<file path="src/shared/ebd_defs.svh">
// Constants for the instruction decoder: phases, format match values, opcodes, cycle counts.
// Assumes it is included once per compilation unit by bare name.
// How it works
// - One 14-bit word holds opcode and operands.
// - Ordinary instructions take one instruction cycle.
// - Both subroutine jumps take two cycles.
// - Subroutine, literal and interrupt exits take two.
// - Jumps, branches and taken skips take two.
// - Indirect access to program memory adds one.
// - Instruction cycle is four oscillator cycles.
// - File operands are read, modified, then stored.
// - Destination bit: 0 accumulator, 1 file register.
// - File address spans 0x00 to 0x7F.
// - Byte format: opcode, destination, 7-bit address.
// - Bit format: opcode, 3-bit number, address.
// - Literal format: opcode and 8-bit constant.
// - Jump formats: opcode 13-11, target 10-0.
// - Page load: opcode 13-7, value 6-0.
// - Short literal: opcode 13-5, value 4-0.
// - Relative jump: opcode 13-9, offset 8-0.
// - Pointer offset: opcode, pointer select, 6-bit offset.
// - Pointer step: opcode, pointer select, 2-bit mode.
// - Pointer select names pointer 0 or 1.
// - Rotate right through carry, only carry changes.
`ifndef EBD_DEFS_SVH
`define EBD_DEFS_SVH
`define EBD_WORD_W      14
`define EBD_PHASES      4
`define EBD_PH_READ     2'h0
`define EBD_PH_MOD      2'h1
`define EBD_PH_WRITE    2'h2
`define EBD_PH_LAST     2'h3
`define EBD_F_MAX       7'h7f
`define EBD_NCYC_ONE    2'h1
`define EBD_NCYC_TWO    2'h2
// Match values of the leading opcode bits of each format but the eight-bit literal.
`define EBD_M_OPONLY    10'h000
`define EBD_M_LIT5      9'h001
`define EBD_M_PTRINC    7'h00
`define EBD_M_BYTE      2'h0
`define EBD_M_BIT       2'h1
`define EBD_M_JUMP      2'h2
`define EBD_M_LIT9      5'h19
`define EBD_M_LIT7      7'h63
`define EBD_M_PTROFS    7'h62
// Fixed opcode words, opcode fields and slot addresses.
`define EBD_OP_RETURN   14'h0008
`define EBD_OP_IRQ_EXIT 14'h0009
`define EBD_OP_ACC_CALL 14'h000a
`define EBD_OP_ACC_JUMP 14'h000b
`define EBD_OP_LIT_EXIT 6'h34
`define EBD_OP_ROTATE   4'hc
`define EBD_OP_DEC_SKIP 4'hb
`define EBD_OP_INC_SKIP 4'hf
`define EBD_SLOT0       7'h00
`define EBD_SLOT1       7'h01
`endif

</file>
<file path="src/shared/ebd_pkg.sv">
// Types shared by the instruction decoder and its surroundings.
// Assumes nothing beyond a SystemVerilog compiler.
package ebd_pkg;
    typedef enum logic [3:0] {
        EBD_FMT_BYTE   = 4'h0,
        EBD_FMT_BIT    = 4'h1,
        EBD_FMT_LIT8   = 4'h2,
        EBD_FMT_LIT11  = 4'h3,
        EBD_FMT_LIT7   = 4'h4,
        EBD_FMT_LIT5   = 4'h5,
        EBD_FMT_LIT9   = 4'h6,
        EBD_FMT_PTROFS = 4'h7,
        EBD_FMT_PTRINC = 4'h8,
        EBD_FMT_OPONLY = 4'h9
    } ebd_fmt_type;

    typedef struct packed {
        ebd_fmt_type fmt;
        logic [13:0] opcode;
        logic        dest_file;
        logic [6:0]  faddr;
        logic [2:0]  bitnum;
        logic [10:0] literal;
        logic        ptr_sel;
        logic [1:0]  ptr_mode;
        logic        is_rot;
        logic        uses_file;
    } ebd_dec_type;

    typedef enum logic [1:0] {
        EBD_ST_IDLE = 2'h0,
        EBD_ST_EXEC = 2'h1
    } ebd_state_type;
endpackage
</file>
<file path="src/core/ebd_decoder.sv">
// Instruction decoder with cycle-count and rotate-through-carry logic.
// Assumes a word is offered with i_word_valid when o_ready is high, and that
// the data path supplies the file-register read value and pointer targets.
// Every output comes straight from a flip-flop; the skip condition and the
// pointer targets must be settled in the clock in which the word is taken.
`timescale 1ns/100ps
`include "ebd_defs.svh"
module ebd_decoder #(
    parameter int WORD_W = `EBD_WORD_W
) (
    input  wire logic                i_clk,
    input  wire logic                i_rst,
    // Fetch side.
    input  wire logic                i_word_valid,
    input  wire logic [13:0]         i_word,
    // Data path side.
    input  wire logic                i_skip_taken,
    input  wire logic [1:0]          i_ptr_in_prog,
    input  wire logic [7:0]          i_file_rd,
    input  wire logic                i_carry,
    // Decoded instruction and its timing.
    output ebd_pkg::ebd_dec_type     o_dec,
    output logic                     o_ready,
    output logic                     o_icyc,
    output logic [1:0]               o_ncyc,
    // Read-modify-write strobes and the rotate result.
    output logic                     o_file_rd_en,
    output logic                     o_file_wr_en,
    output logic                     o_acc_wr_en,
    output logic [7:0]               o_result,
    output logic                     o_carry_wr,
    output logic                     o_carry
);
    // ------------------------------------------------------------------
    // Timing of one instruction
    // ------------------------------------------------------------------
    // Each instruction cycle is four clocks, numbered by phase_r from 0.
    // A word is taken at the edge that ends phase 3 while o_ready is high;
    // o_dec and o_ncyc show it from the next clock on and hold until the
    // next take.
    // In the first instruction cycle the read strobe follows phase 0, the
    // rotate result phase 1 and the write strobes phase 2, so even a
    // write-only operand is read before it is written.
    // A word offered while o_ready is low is ignored without notice; the
    // fetch side keeps it up until it is taken.
    // Multi-cycle instructions hold o_ready low until their last cycle, so
    // the next word is taken exactly when this one finishes.
    initial begin
        if (WORD_W != `EBD_WORD_W) begin
            $error("Word width must be 14.");
        end
        if (`EBD_PHASES != 4) begin
            $error("The phase counter serves four phases only.");
        end
    end

    // ------------------------------------------------------------------
    // Instruction cycle divider
    // ------------------------------------------------------------------
    logic [1:0] phase_r;
    always_ff @(posedge i_clk or posedge i_rst) begin
        if (i_rst) begin
            phase_r <= 2'h0;
        end else begin
            phase_r <= phase_r + 2'h1;
        end
    end
    wire logic icyc_end = (phase_r == `EBD_PH_LAST);
    // Read, modify and write fall in fixed phases of the first instruction cycle.
    wire logic ph_read  = (phase_r == `EBD_PH_READ);
    wire logic ph_mod   = (phase_r == `EBD_PH_MOD);
    wire logic ph_write = (phase_r == `EBD_PH_WRITE);

    // ------------------------------------------------------------------
    // Format matching
    // ------------------------------------------------------------------
    // The short formats share their leading zeros, so each match is named
    // here and the decode below tries the longest opcode field first.
    wire logic m_oponly = (i_word[13:4] == `EBD_M_OPONLY);
    wire logic m_lit5   = (i_word[13:5] == `EBD_M_LIT5);
    wire logic m_ptrinc = (i_word[13:7] == `EBD_M_PTRINC);
    wire logic m_byte   = (i_word[13:12] == `EBD_M_BYTE);
    wire logic m_bit    = (i_word[13:12] == `EBD_M_BIT);
    wire logic m_jump   = (i_word[13:12] == `EBD_M_JUMP);
    wire logic m_lit9   = (i_word[13:9] == `EBD_M_LIT9);
    wire logic m_lit7   = (i_word[13:7] == `EBD_M_LIT7);
    wire logic m_ptrofs = (i_word[13:7] == `EBD_M_PTROFS);

    // ------------------------------------------------------------------
    // Field decode
    // ------------------------------------------------------------------
    ebd_pkg::ebd_dec_type dec_nxt;
    logic [1:0]           ncyc_nxt;

    always_comb begin
        dec_nxt           = '0;
        dec_nxt.faddr     = i_word[6:0];
        dec_nxt.dest_file = i_word[7];
        dec_nxt.bitnum    = i_word[9:7];
        // Opcode only: the whole word names the operation.
        if (m_oponly) begin
            dec_nxt.fmt    = ebd_pkg::EBD_FMT_OPONLY;
            dec_nxt.opcode = i_word;
        // Short literal: nine opcode bits, five value bits.
        end else if (m_lit5) begin
            dec_nxt.fmt     = ebd_pkg::EBD_FMT_LIT5;
            dec_nxt.opcode  = {5'h00, i_word[13:5]};
            dec_nxt.literal = {6'h00, i_word[4:0]};
        // Pointer step: pointer number and step mode.
        end else if (m_ptrinc) begin
            dec_nxt.fmt      = ebd_pkg::EBD_FMT_PTRINC;
            dec_nxt.opcode   = {7'h00, i_word[13:7]};
            dec_nxt.ptr_sel  = i_word[2];
            dec_nxt.ptr_mode = i_word[1:0];
        // Byte operation on a file register.
        end else if (m_byte) begin
            dec_nxt.fmt       = ebd_pkg::EBD_FMT_BYTE;
            dec_nxt.opcode    = {8'h00, i_word[13:8]};
            dec_nxt.uses_file = 1'b1;
            dec_nxt.is_rot    = (i_word[11:8] == `EBD_OP_ROTATE);
        // Bit operation on a file register.
        end else if (m_bit) begin
            dec_nxt.fmt       = ebd_pkg::EBD_FMT_BIT;
            dec_nxt.opcode    = {10'h000, i_word[13:10]};
            dec_nxt.uses_file = 1'b1;
        // Absolute jumps with an eleven-bit target.
        end else if (m_jump) begin
            dec_nxt.fmt     = ebd_pkg::EBD_FMT_LIT11;
            dec_nxt.opcode  = {11'h000, i_word[13:11]};
            dec_nxt.literal = i_word[10:0];
        // Relative jump with a nine-bit offset.
        end else if (m_lit9) begin
            dec_nxt.fmt     = ebd_pkg::EBD_FMT_LIT9;
            dec_nxt.opcode  = {9'h000, i_word[13:9]};
            dec_nxt.literal = {2'h0, i_word[8:0]};
        // Page load with a seven-bit value.
        end else if (m_lit7) begin
            dec_nxt.fmt     = ebd_pkg::EBD_FMT_LIT7;
            dec_nxt.opcode  = {7'h00, i_word[13:7]};
            dec_nxt.literal = {4'h0, i_word[6:0]};
        // Pointer offset: pointer number and six-bit offset.
        end else if (m_ptrofs) begin
            dec_nxt.fmt     = ebd_pkg::EBD_FMT_PTROFS;
            dec_nxt.opcode  = {7'h00, i_word[13:7]};
            dec_nxt.ptr_sel = i_word[6];
            dec_nxt.literal = {5'h00, i_word[5:0]};
        // Everything else carries an eight-bit constant.
        end else begin
            dec_nxt.fmt     = ebd_pkg::EBD_FMT_LIT8;
            dec_nxt.opcode  = {8'h00, i_word[13:8]};
            dec_nxt.literal = {3'h0, i_word[7:0]};
        end
    end

    // ------------------------------------------------------------------
    // Cycle count
    // ------------------------------------------------------------------
    // A skip that is not taken adds no cycle to its instruction; the
    // data path settles i_skip_taken before the take.
    // Returns from subroutines and interrupts.
    wire logic exit_op = (i_word == `EBD_OP_RETURN) || (i_word == `EBD_OP_IRQ_EXIT) ||
                         (i_word[13:8] == `EBD_OP_LIT_EXIT);
    // Subroutine jumps, direct and through the accumulator.
    wire logic call_op = (i_word == `EBD_OP_ACC_CALL) || (m_jump && !i_word[11]);
    // Other changes of program flow.
    wire logic flow_op = (i_word == `EBD_OP_ACC_JUMP) || (m_jump && i_word[11]) || m_lit9;
    // Skipping byte and bit operations.
    wire logic skip_op = (m_byte && (i_word[11:8] == `EBD_OP_DEC_SKIP ||
                                     i_word[11:8] == `EBD_OP_INC_SKIP)) ||
                         (m_bit && i_word[11]);
    // File access through a slot whose pointer addresses program memory.
    wire logic indirect = dec_nxt.uses_file &&
                          ((i_word[6:0] == `EBD_SLOT0 && i_ptr_in_prog[0]) ||
                           (i_word[6:0] == `EBD_SLOT1 && i_ptr_in_prog[1]));

    always_comb begin
        ncyc_nxt = `EBD_NCYC_ONE;
        if (exit_op || call_op || flow_op || (skip_op && i_skip_taken)) begin
            ncyc_nxt = `EBD_NCYC_TWO;
        end
        if (indirect) begin
            ncyc_nxt = ncyc_nxt + 2'h1;
        end
    end

    // ------------------------------------------------------------------
    // Sequencing
    // ------------------------------------------------------------------
    ebd_pkg::ebd_state_type state_r;
    logic [1:0]             left_r;
    wire logic take = icyc_end && i_word_valid && (state_r == ebd_pkg::EBD_ST_IDLE ||
                                                   left_r == 2'h1);

    always_ff @(posedge i_clk or posedge i_rst) begin
        if (i_rst) begin
            state_r <= ebd_pkg::EBD_ST_IDLE;
            left_r  <= 2'h0;
        end else if (icyc_end) begin
            case (state_r)
                ebd_pkg::EBD_ST_IDLE: begin
                    if (take) begin
                        state_r <= ebd_pkg::EBD_ST_EXEC;
                        left_r  <= ncyc_nxt;
                    end
                end
                ebd_pkg::EBD_ST_EXEC: begin
                    if (take) begin
                        left_r <= ncyc_nxt;
                    end else if (left_r == 2'h1) begin
                        state_r <= ebd_pkg::EBD_ST_IDLE;
                        left_r  <= 2'h0;
                    end else begin
                        left_r <= left_r - 2'h1;
                    end
                end
                default: begin
                    state_r <= ebd_pkg::EBD_ST_IDLE;
                    left_r  <= 2'h0;
                end
            endcase
        end
    end

    always_ff @(posedge i_clk or posedge i_rst) begin
        if (i_rst) begin
            o_dec  <= '0;
            o_ncyc <= 2'h0;
        end else if (take) begin
            o_dec  <= dec_nxt;
            o_ncyc <= ncyc_nxt;
        end
    end

    always_ff @(posedge i_clk or posedge i_rst) begin
        if (i_rst) begin
            o_icyc <= 1'b0;
        end else begin
            o_icyc <= icyc_end;
        end
    end

    // Ready is raised one clock ahead so that it stands during phase 3,
    // the phase whose closing edge takes the word.
    always_ff @(posedge i_clk or posedge i_rst) begin
        if (i_rst) begin
            o_ready <= 1'b0;
        end else begin
            o_ready <= ph_write && (state_r == ebd_pkg::EBD_ST_IDLE ||
                                   left_r == 2'h1);
        end
    end

    // ------------------------------------------------------------------
    // Read-modify-write and rotate
    // ------------------------------------------------------------------
    // Read strobe after phase 0 and write after phase 2 of the first cycle, so
    // even a write-only operand is read first.
    wire logic first_cyc = (state_r == ebd_pkg::EBD_ST_EXEC) && (left_r == o_ncyc);
    wire logic rot_cyc   = first_cyc && o_dec.is_rot;

    always_ff @(posedge i_clk or posedge i_rst) begin
        if (i_rst) begin
            o_file_rd_en <= 1'b0;
        end else begin
            o_file_rd_en <= first_cyc && o_dec.uses_file && ph_read;
        end
    end

    // Only the rotate writes back from this block; other byte operations
    // get the read strobe alone.
    always_ff @(posedge i_clk or posedge i_rst) begin
        if (i_rst) begin
            o_file_wr_en <= 1'b0;
            o_acc_wr_en  <= 1'b0;
            o_carry_wr   <= 1'b0;
        end else begin
            o_file_wr_en <= rot_cyc && o_dec.dest_file && ph_write;
            o_acc_wr_en  <= rot_cyc && !o_dec.dest_file && ph_write;
            o_carry_wr   <= rot_cyc && ph_write;
        end
    end

    // The result is formed one phase after the read strobe, once the data
    // path has had a clock to put the operand on i_file_rd.
    always_ff @(posedge i_clk or posedge i_rst) begin
        if (i_rst) begin
            o_result <= 8'h00;
            o_carry  <= 1'b0;
        end else if (rot_cyc && ph_mod) begin
            o_result <= {i_carry, i_file_rd[7:1]};
            o_carry  <= i_file_rd[0];
        end
    end
endmodule

</file>
<file path="config.mk">
export PLATFORM = sky130hd
export DESIGN_NAME = ebd_decoder
export DESIGN_NICKNAME = d
export VERILOG_FILES = /design/src/shared/ebd_pkg.sv /design/src/core/ebd_decoder.sv
export VERILOG_INCLUDE_DIRS = /design/src /design/src/shared
export SDC_FILE = /design/constraint.sdc
export NUM_CORES = 1
export LEC_CHECK = 0
export ABC_AREA = 1
export BUFFER_PORTS_ARGS = -buffer_cell sky130_fd_sc_hd__buf_2
export CORE_ASPECT_RATIO = 0.8
export CORE_MARGIN = 4
export CORE_UTILIZATION = 35
export DETAILED_ROUTE_END_ITERATION = 6
export GPL_TIMING_DRIVEN = 0
export HOLD_SLACK_MARGIN = 0.03
export PLACE_DENSITY_LB_ADDON = 0.2
export RECOVER_POWER = 100
export SETUP_SLACK_MARGIN = 0.02
export SLEW_MARGIN = 20
export SYNTH_ARGS = -nofsm -noshare
export SYNTH_HDL_FRONTEND = slang
export SYNTH_SLANG_ARGS = --single-unit
</file>
<file path="constraint.sdc">
create_clock -name i_clk -period 2.3 [get_ports i_clk]
set_input_delay 0 -clock i_clk [delete_from_list [all_inputs] [get_ports i_clk]]
set_output_delay 0 -clock i_clk [all_outputs]
set_load 0.05 [all_outputs]
</file>
==> impl_summary.log <==
INFO  metric synth-main-ff-cell = sky130_fd_sc_hd__dfrtp_1
INFO  metric tritoncts = yes
INFO  metric fp.dieArea = 0.0101 mm^2
INFO  metric reg_to_reg_start = left_r[0]
INFO  metric cts_setup_buffers = 0
INFO  metric fmax = 516 MHz
INFO  metric unrepaired_setup_endpoints_after_global_routing = no
INFO  metric antenna_found_initial = 0
INFO  metric chipHeight = 90.7 um
INFO  metric power.ir.vdd_worst = 0.569 mV
INFO  metric seq_power_share = approximately two fifths
INFO  metric fin_nets = 494
INFO  metric worstSkewPairLatency = 0.35 ns
INFO  metric power_density = about 1100 mW/mm^2
INFO  metric post-route-drc-count = 0
INFO  metric layout-area-overhead-vs-synth = 30.2%
INFO  metric drt-total-wl = 8.19 mm
INFO  metric min_to = o_dec[31]
INFO  metric gr-usage-all-layers = 17.1%
INFO  metric timing_worst_slew_pin_value = 0.894 ns
INFO  metric worst_r2r_endpoint = o_dec[15]
INFO  metric outcome = complete, no violations
INFO  metric required_time_at_the_endpoint_of_the_critical_path = 2.54 ns
INFO  metric input_output_buffers = 90
INFO  metric drt-vias-per-instance = 4.73
INFO  metric share_comb_of_total_power = 42.4%
INFO  metric cp-end-kind = flop
INFO  metric hold_path.startpoint = i_word[12]
INFO  metric core-area = ~0.0081 mm^2
INFO  metric num-fill-cells = around 870
INFO  metric grt_overflow = 0
INFO  metric die_w = between 100 and 150 um
INFO  metric timing.final.crit_period = 1.94 ns
INFO  metric hold_buffers = 23
INFO  metric share_clk_of_total_power = approximately a fifth
INFO  metric drt-pass1-iter-count = 4
INFO  metric post_drt_wl_per_cell = approximately 14 um
INFO  metric final-max-slew-violation-count = 0
INFO  metric post_syn_instances = 334
INFO  metric yosys.area.top_type_share = 55.1%
INFO  metric ys_types = 39
INFO  metric hold_path_depth = 3
INFO  metric cts-resized-gates = 0
INFO  metric cts_max_level = 3
INFO  metric layout.cells.most_common = sky130_fd_sc_hd__nand2_1
INFO  metric clock_sinks = 66
INFO  metric asyncSetResetFlopFracSynth = 100%
INFO  metric power.switching_fraction = 49.1%
INFO  metric synth_warnings = 0
INFO  metric synth_area_leader_cell = sky130_fd_sc_hd__dfrtp_1
INFO  metric timing.clock.skew = around 0.0084 ns
INFO  metric setup_ws = between 0.3 and 0.4 ns
INFO  metric clk_pin_slew = around 0.070 ns
INFO  metric pin_count = 91
INFO  metric cts_buffer_depth = 2
INFO  metric grt_pass1_wl = 14.0 mm
INFO  metric numPlacedInstances = roughly 530
INFO  metric clk_root_buffer_cell = sky130_fd_sc_hd__clkbuf_8
INFO  metric mean_syn_cell_area = 8.97 um^2
INFO  metric edff_count_synth = 0
INFO  metric synth.cell_area = 0.00300 mm^2
INFO  metric drt_first_iter_violations = 110
INFO  metric cts_inserted_buffers = 9
INFO  metric final_cell_count_no_fill = 572
INFO  metric dp_hpwl = 6.02 mm
INFO  metric maxSlewHeadroom = 40.1%
INFO  metric cp_data_arrival_time = 2.18 ns
INFO  metric mappedNetlistNets = 369
INFO  metric drive_above_1_share = 16.2%
INFO  metric rows = 29
INFO  metric crit_fanout = 10
INFO  metric synth.ff_latch_count = 66
INFO  metric highest_count_cells_in_the_layout_ignoring_fill_and_taps = sky130_fd_sc_hd__nand2_1 (96), sky130_fd_sc_hd__clkbuf_1 (68), sky130_fd_sc_hd__dfrtp_1 (66)
INFO  metric synth.yosys.seq_area_share = 55.1%
INFO  metric setup_total_negative_slack = 0 ns
INFO  metric power.total = 4390 uW
INFO  metric crit_type = flop to flop
INFO  metric n_antenna_cell = 0
INFO  metric drtAntennaViolNets = 0
INFO  metric layout_worst_path_cycle_share = 84.2%
INFO  metric worst_setup_timing_slack_at_the_placement_stage = ~0.67 ns
INFO  metric first_global_vias = approximately 2,800
INFO  metric start_kind = flop
INFO  metric min-delay-path-class = primary input to flop
INFO  metric internal_power = 2240 uW
INFO  metric netSwitchingPower = 2150 uW
INFO  metric post_synth_main_area_contributors = sky130_fd_sc_hd__dfrtp_1 (55%), sky130_fd_sc_hd__nand2_1 (12%), sky130_fd_sc_hd__o21ai_0 (4.8%), sky130_fd_sc_hd__inv_1 (3.8%), sky130_fd_sc_hd__ha_1 (2.5%)
INFO  metric r2r_setup_slack = approximately 0.36 ns
INFO  metric start_util = 36.9%
INFO  metric hold_viol_final = 0
INFO  metric detailroute.via_count = around 2,700
INFO  metric leakagePower = 0.00184 uW
INFO  metric cap_violations = 0
INFO  metric place_congestion = between 0.8 and 0.9
INFO  metric r2r.worst_path.cells = 8
INFO  metric finalSetupViolCount = 0
INFO  metric grt_start_max_net_pins = 49
-- worst max-delay path by stage --
stage,startpoint,end
6_report,left_r[0],o_dec[15]
5_1_grt,left_r[1],o_dec[15]
4_1_cts,i_word[13],left_r[0]
3_5_place_dp,left_r[0],o_dec[15]
3_3_place_gp,i_rst,o_dec[43]
2_1_floorplan,i_rst,left_r[0]
-- metal layers --
layer	vias up	part of all wire (%)	track usage, %
met2	87	43	26.2
li1	1331	-	-
met5	-	0	0
met4	0	1.3	5.17
met1	1276	48	23.8
met3	11	7.2	4.55
-- cell usage after synthesis, types with 2 or more instances --
cell type                  n
sky130_fd_sc_hd__xor2_1    2
sky130_fd_sc_hd__nand3_1   7
sky130_fd_sc_hd__buf_6     2
sky130_fd_sc_hd__o31ai_1   2
sky130_fd_sc_hd__ha_1      6
sky130_fd_sc_hd__nor2_4    2
sky130_fd_sc_hd__o21ai_0  29
sky130_fd_sc_hd__inv_2     7
sky130_fd_sc_hd__o21ai_1   5
sky130_fd_sc_hd__o21a_1    2
sky130_fd_sc_hd__nand2_1  95
sky130_fd_sc_hd__nand2_4   4
sky130_fd_sc_hd__dfrtp_1  66
sky130_fd_sc_hd__nand2_2   4
sky130_fd_sc_hd__nor2_1   20
sky130_fd_sc_hd__nor2_2    7
sky130_fd_sc_hd__a31oi_1   2
sky130_fd_sc_hd__nand4_1   3
sky130_fd_sc_hd__inv_1    30
sky130_fd_sc_hd__buf_2     7
sky130_fd_sc_hd__o22ai_1   3
sky130_fd_sc_hd__a21oi_1   8
sky130_fd_sc_hd__nor3_1    4
sky130_fd_sc_hd__o22a_1    2
-- cells by family (layout without fill, tap and decap cells) --
group,after synthesis,in the layout,share of synthesized area (%)
DFF,66,66,55.1
adders and majority gates,6,6,2.51
buffers and inverters,49,179,7.06
xor gates and xnor gates,2,2,0.585
AOI/OAI and AO/OA,60,60,11.7
and+or+nand+nor,151,151,23.1
-- state kept, by name (all words and copies together), names as in the netlist, 2 cells and up --
signal,cells
o_ncyc,2
o_dec,44
phase_r,2
o_result,8
left_r,2
-- power by group through the flow --
stage / registers, uW / clock network, uW / logic [uW]
after floorplan: 2700 / 0 / 446
final: 1680 / 854 / 1860
after detailed placement: 1690 / 0 / 1950
after CTS: 1670 / 884 / 1980
after global placement: 1680 / 0 / 1940
after global routing: 1720 / 928 / 2020
-- metrics by stage --
step | instance area (um^2) | hold slack, ns | utilization (%)
finish | 3900 | 0.0699 | 48.0
global route | 3900 | 0.0715 | 48.0
CTS | 4010 | 0.0548 | 49.4
detailed placement | 3610 | -0.0380 | 44.4
global placement | 3580 | 0.201 | 44.1
floorplan | 3000 | 0.117 | -
-- worst max-delay path: stages (launching register included) --
cell,delay (ns)
sky130_fd_sc_hd__dfrtp_1,0.41
sky130_fd_sc_hd__ha_1,0.21
sky130_fd_sc_hd__inv_1,0.10
sky130_fd_sc_hd__a21oi_1,0.10
sky130_fd_sc_hd__inv_1,0.10
sky130_fd_sc_hd__clkbuf_1,0.42
sky130_fd_sc_hd__buf_2,0.34
sky130_fd_sc_hd__nand2_1,0.08
sky130_fd_sc_hd__o31ai_1,0.08
-- area by class of cell --
type	count	area (um^2)	area share, %
timing repair buffer	114	629	16.1
clock buffer	9	124	3.18
tap	108	135	3.47
multi-input combinational	219	1110	28.5
inverter	38	144	3.69
buffer	11	57.6	1.48
sequential	66	1650	42.4
clock inverter	7	46.3	1.19
(Power assumes the default switching activity.)
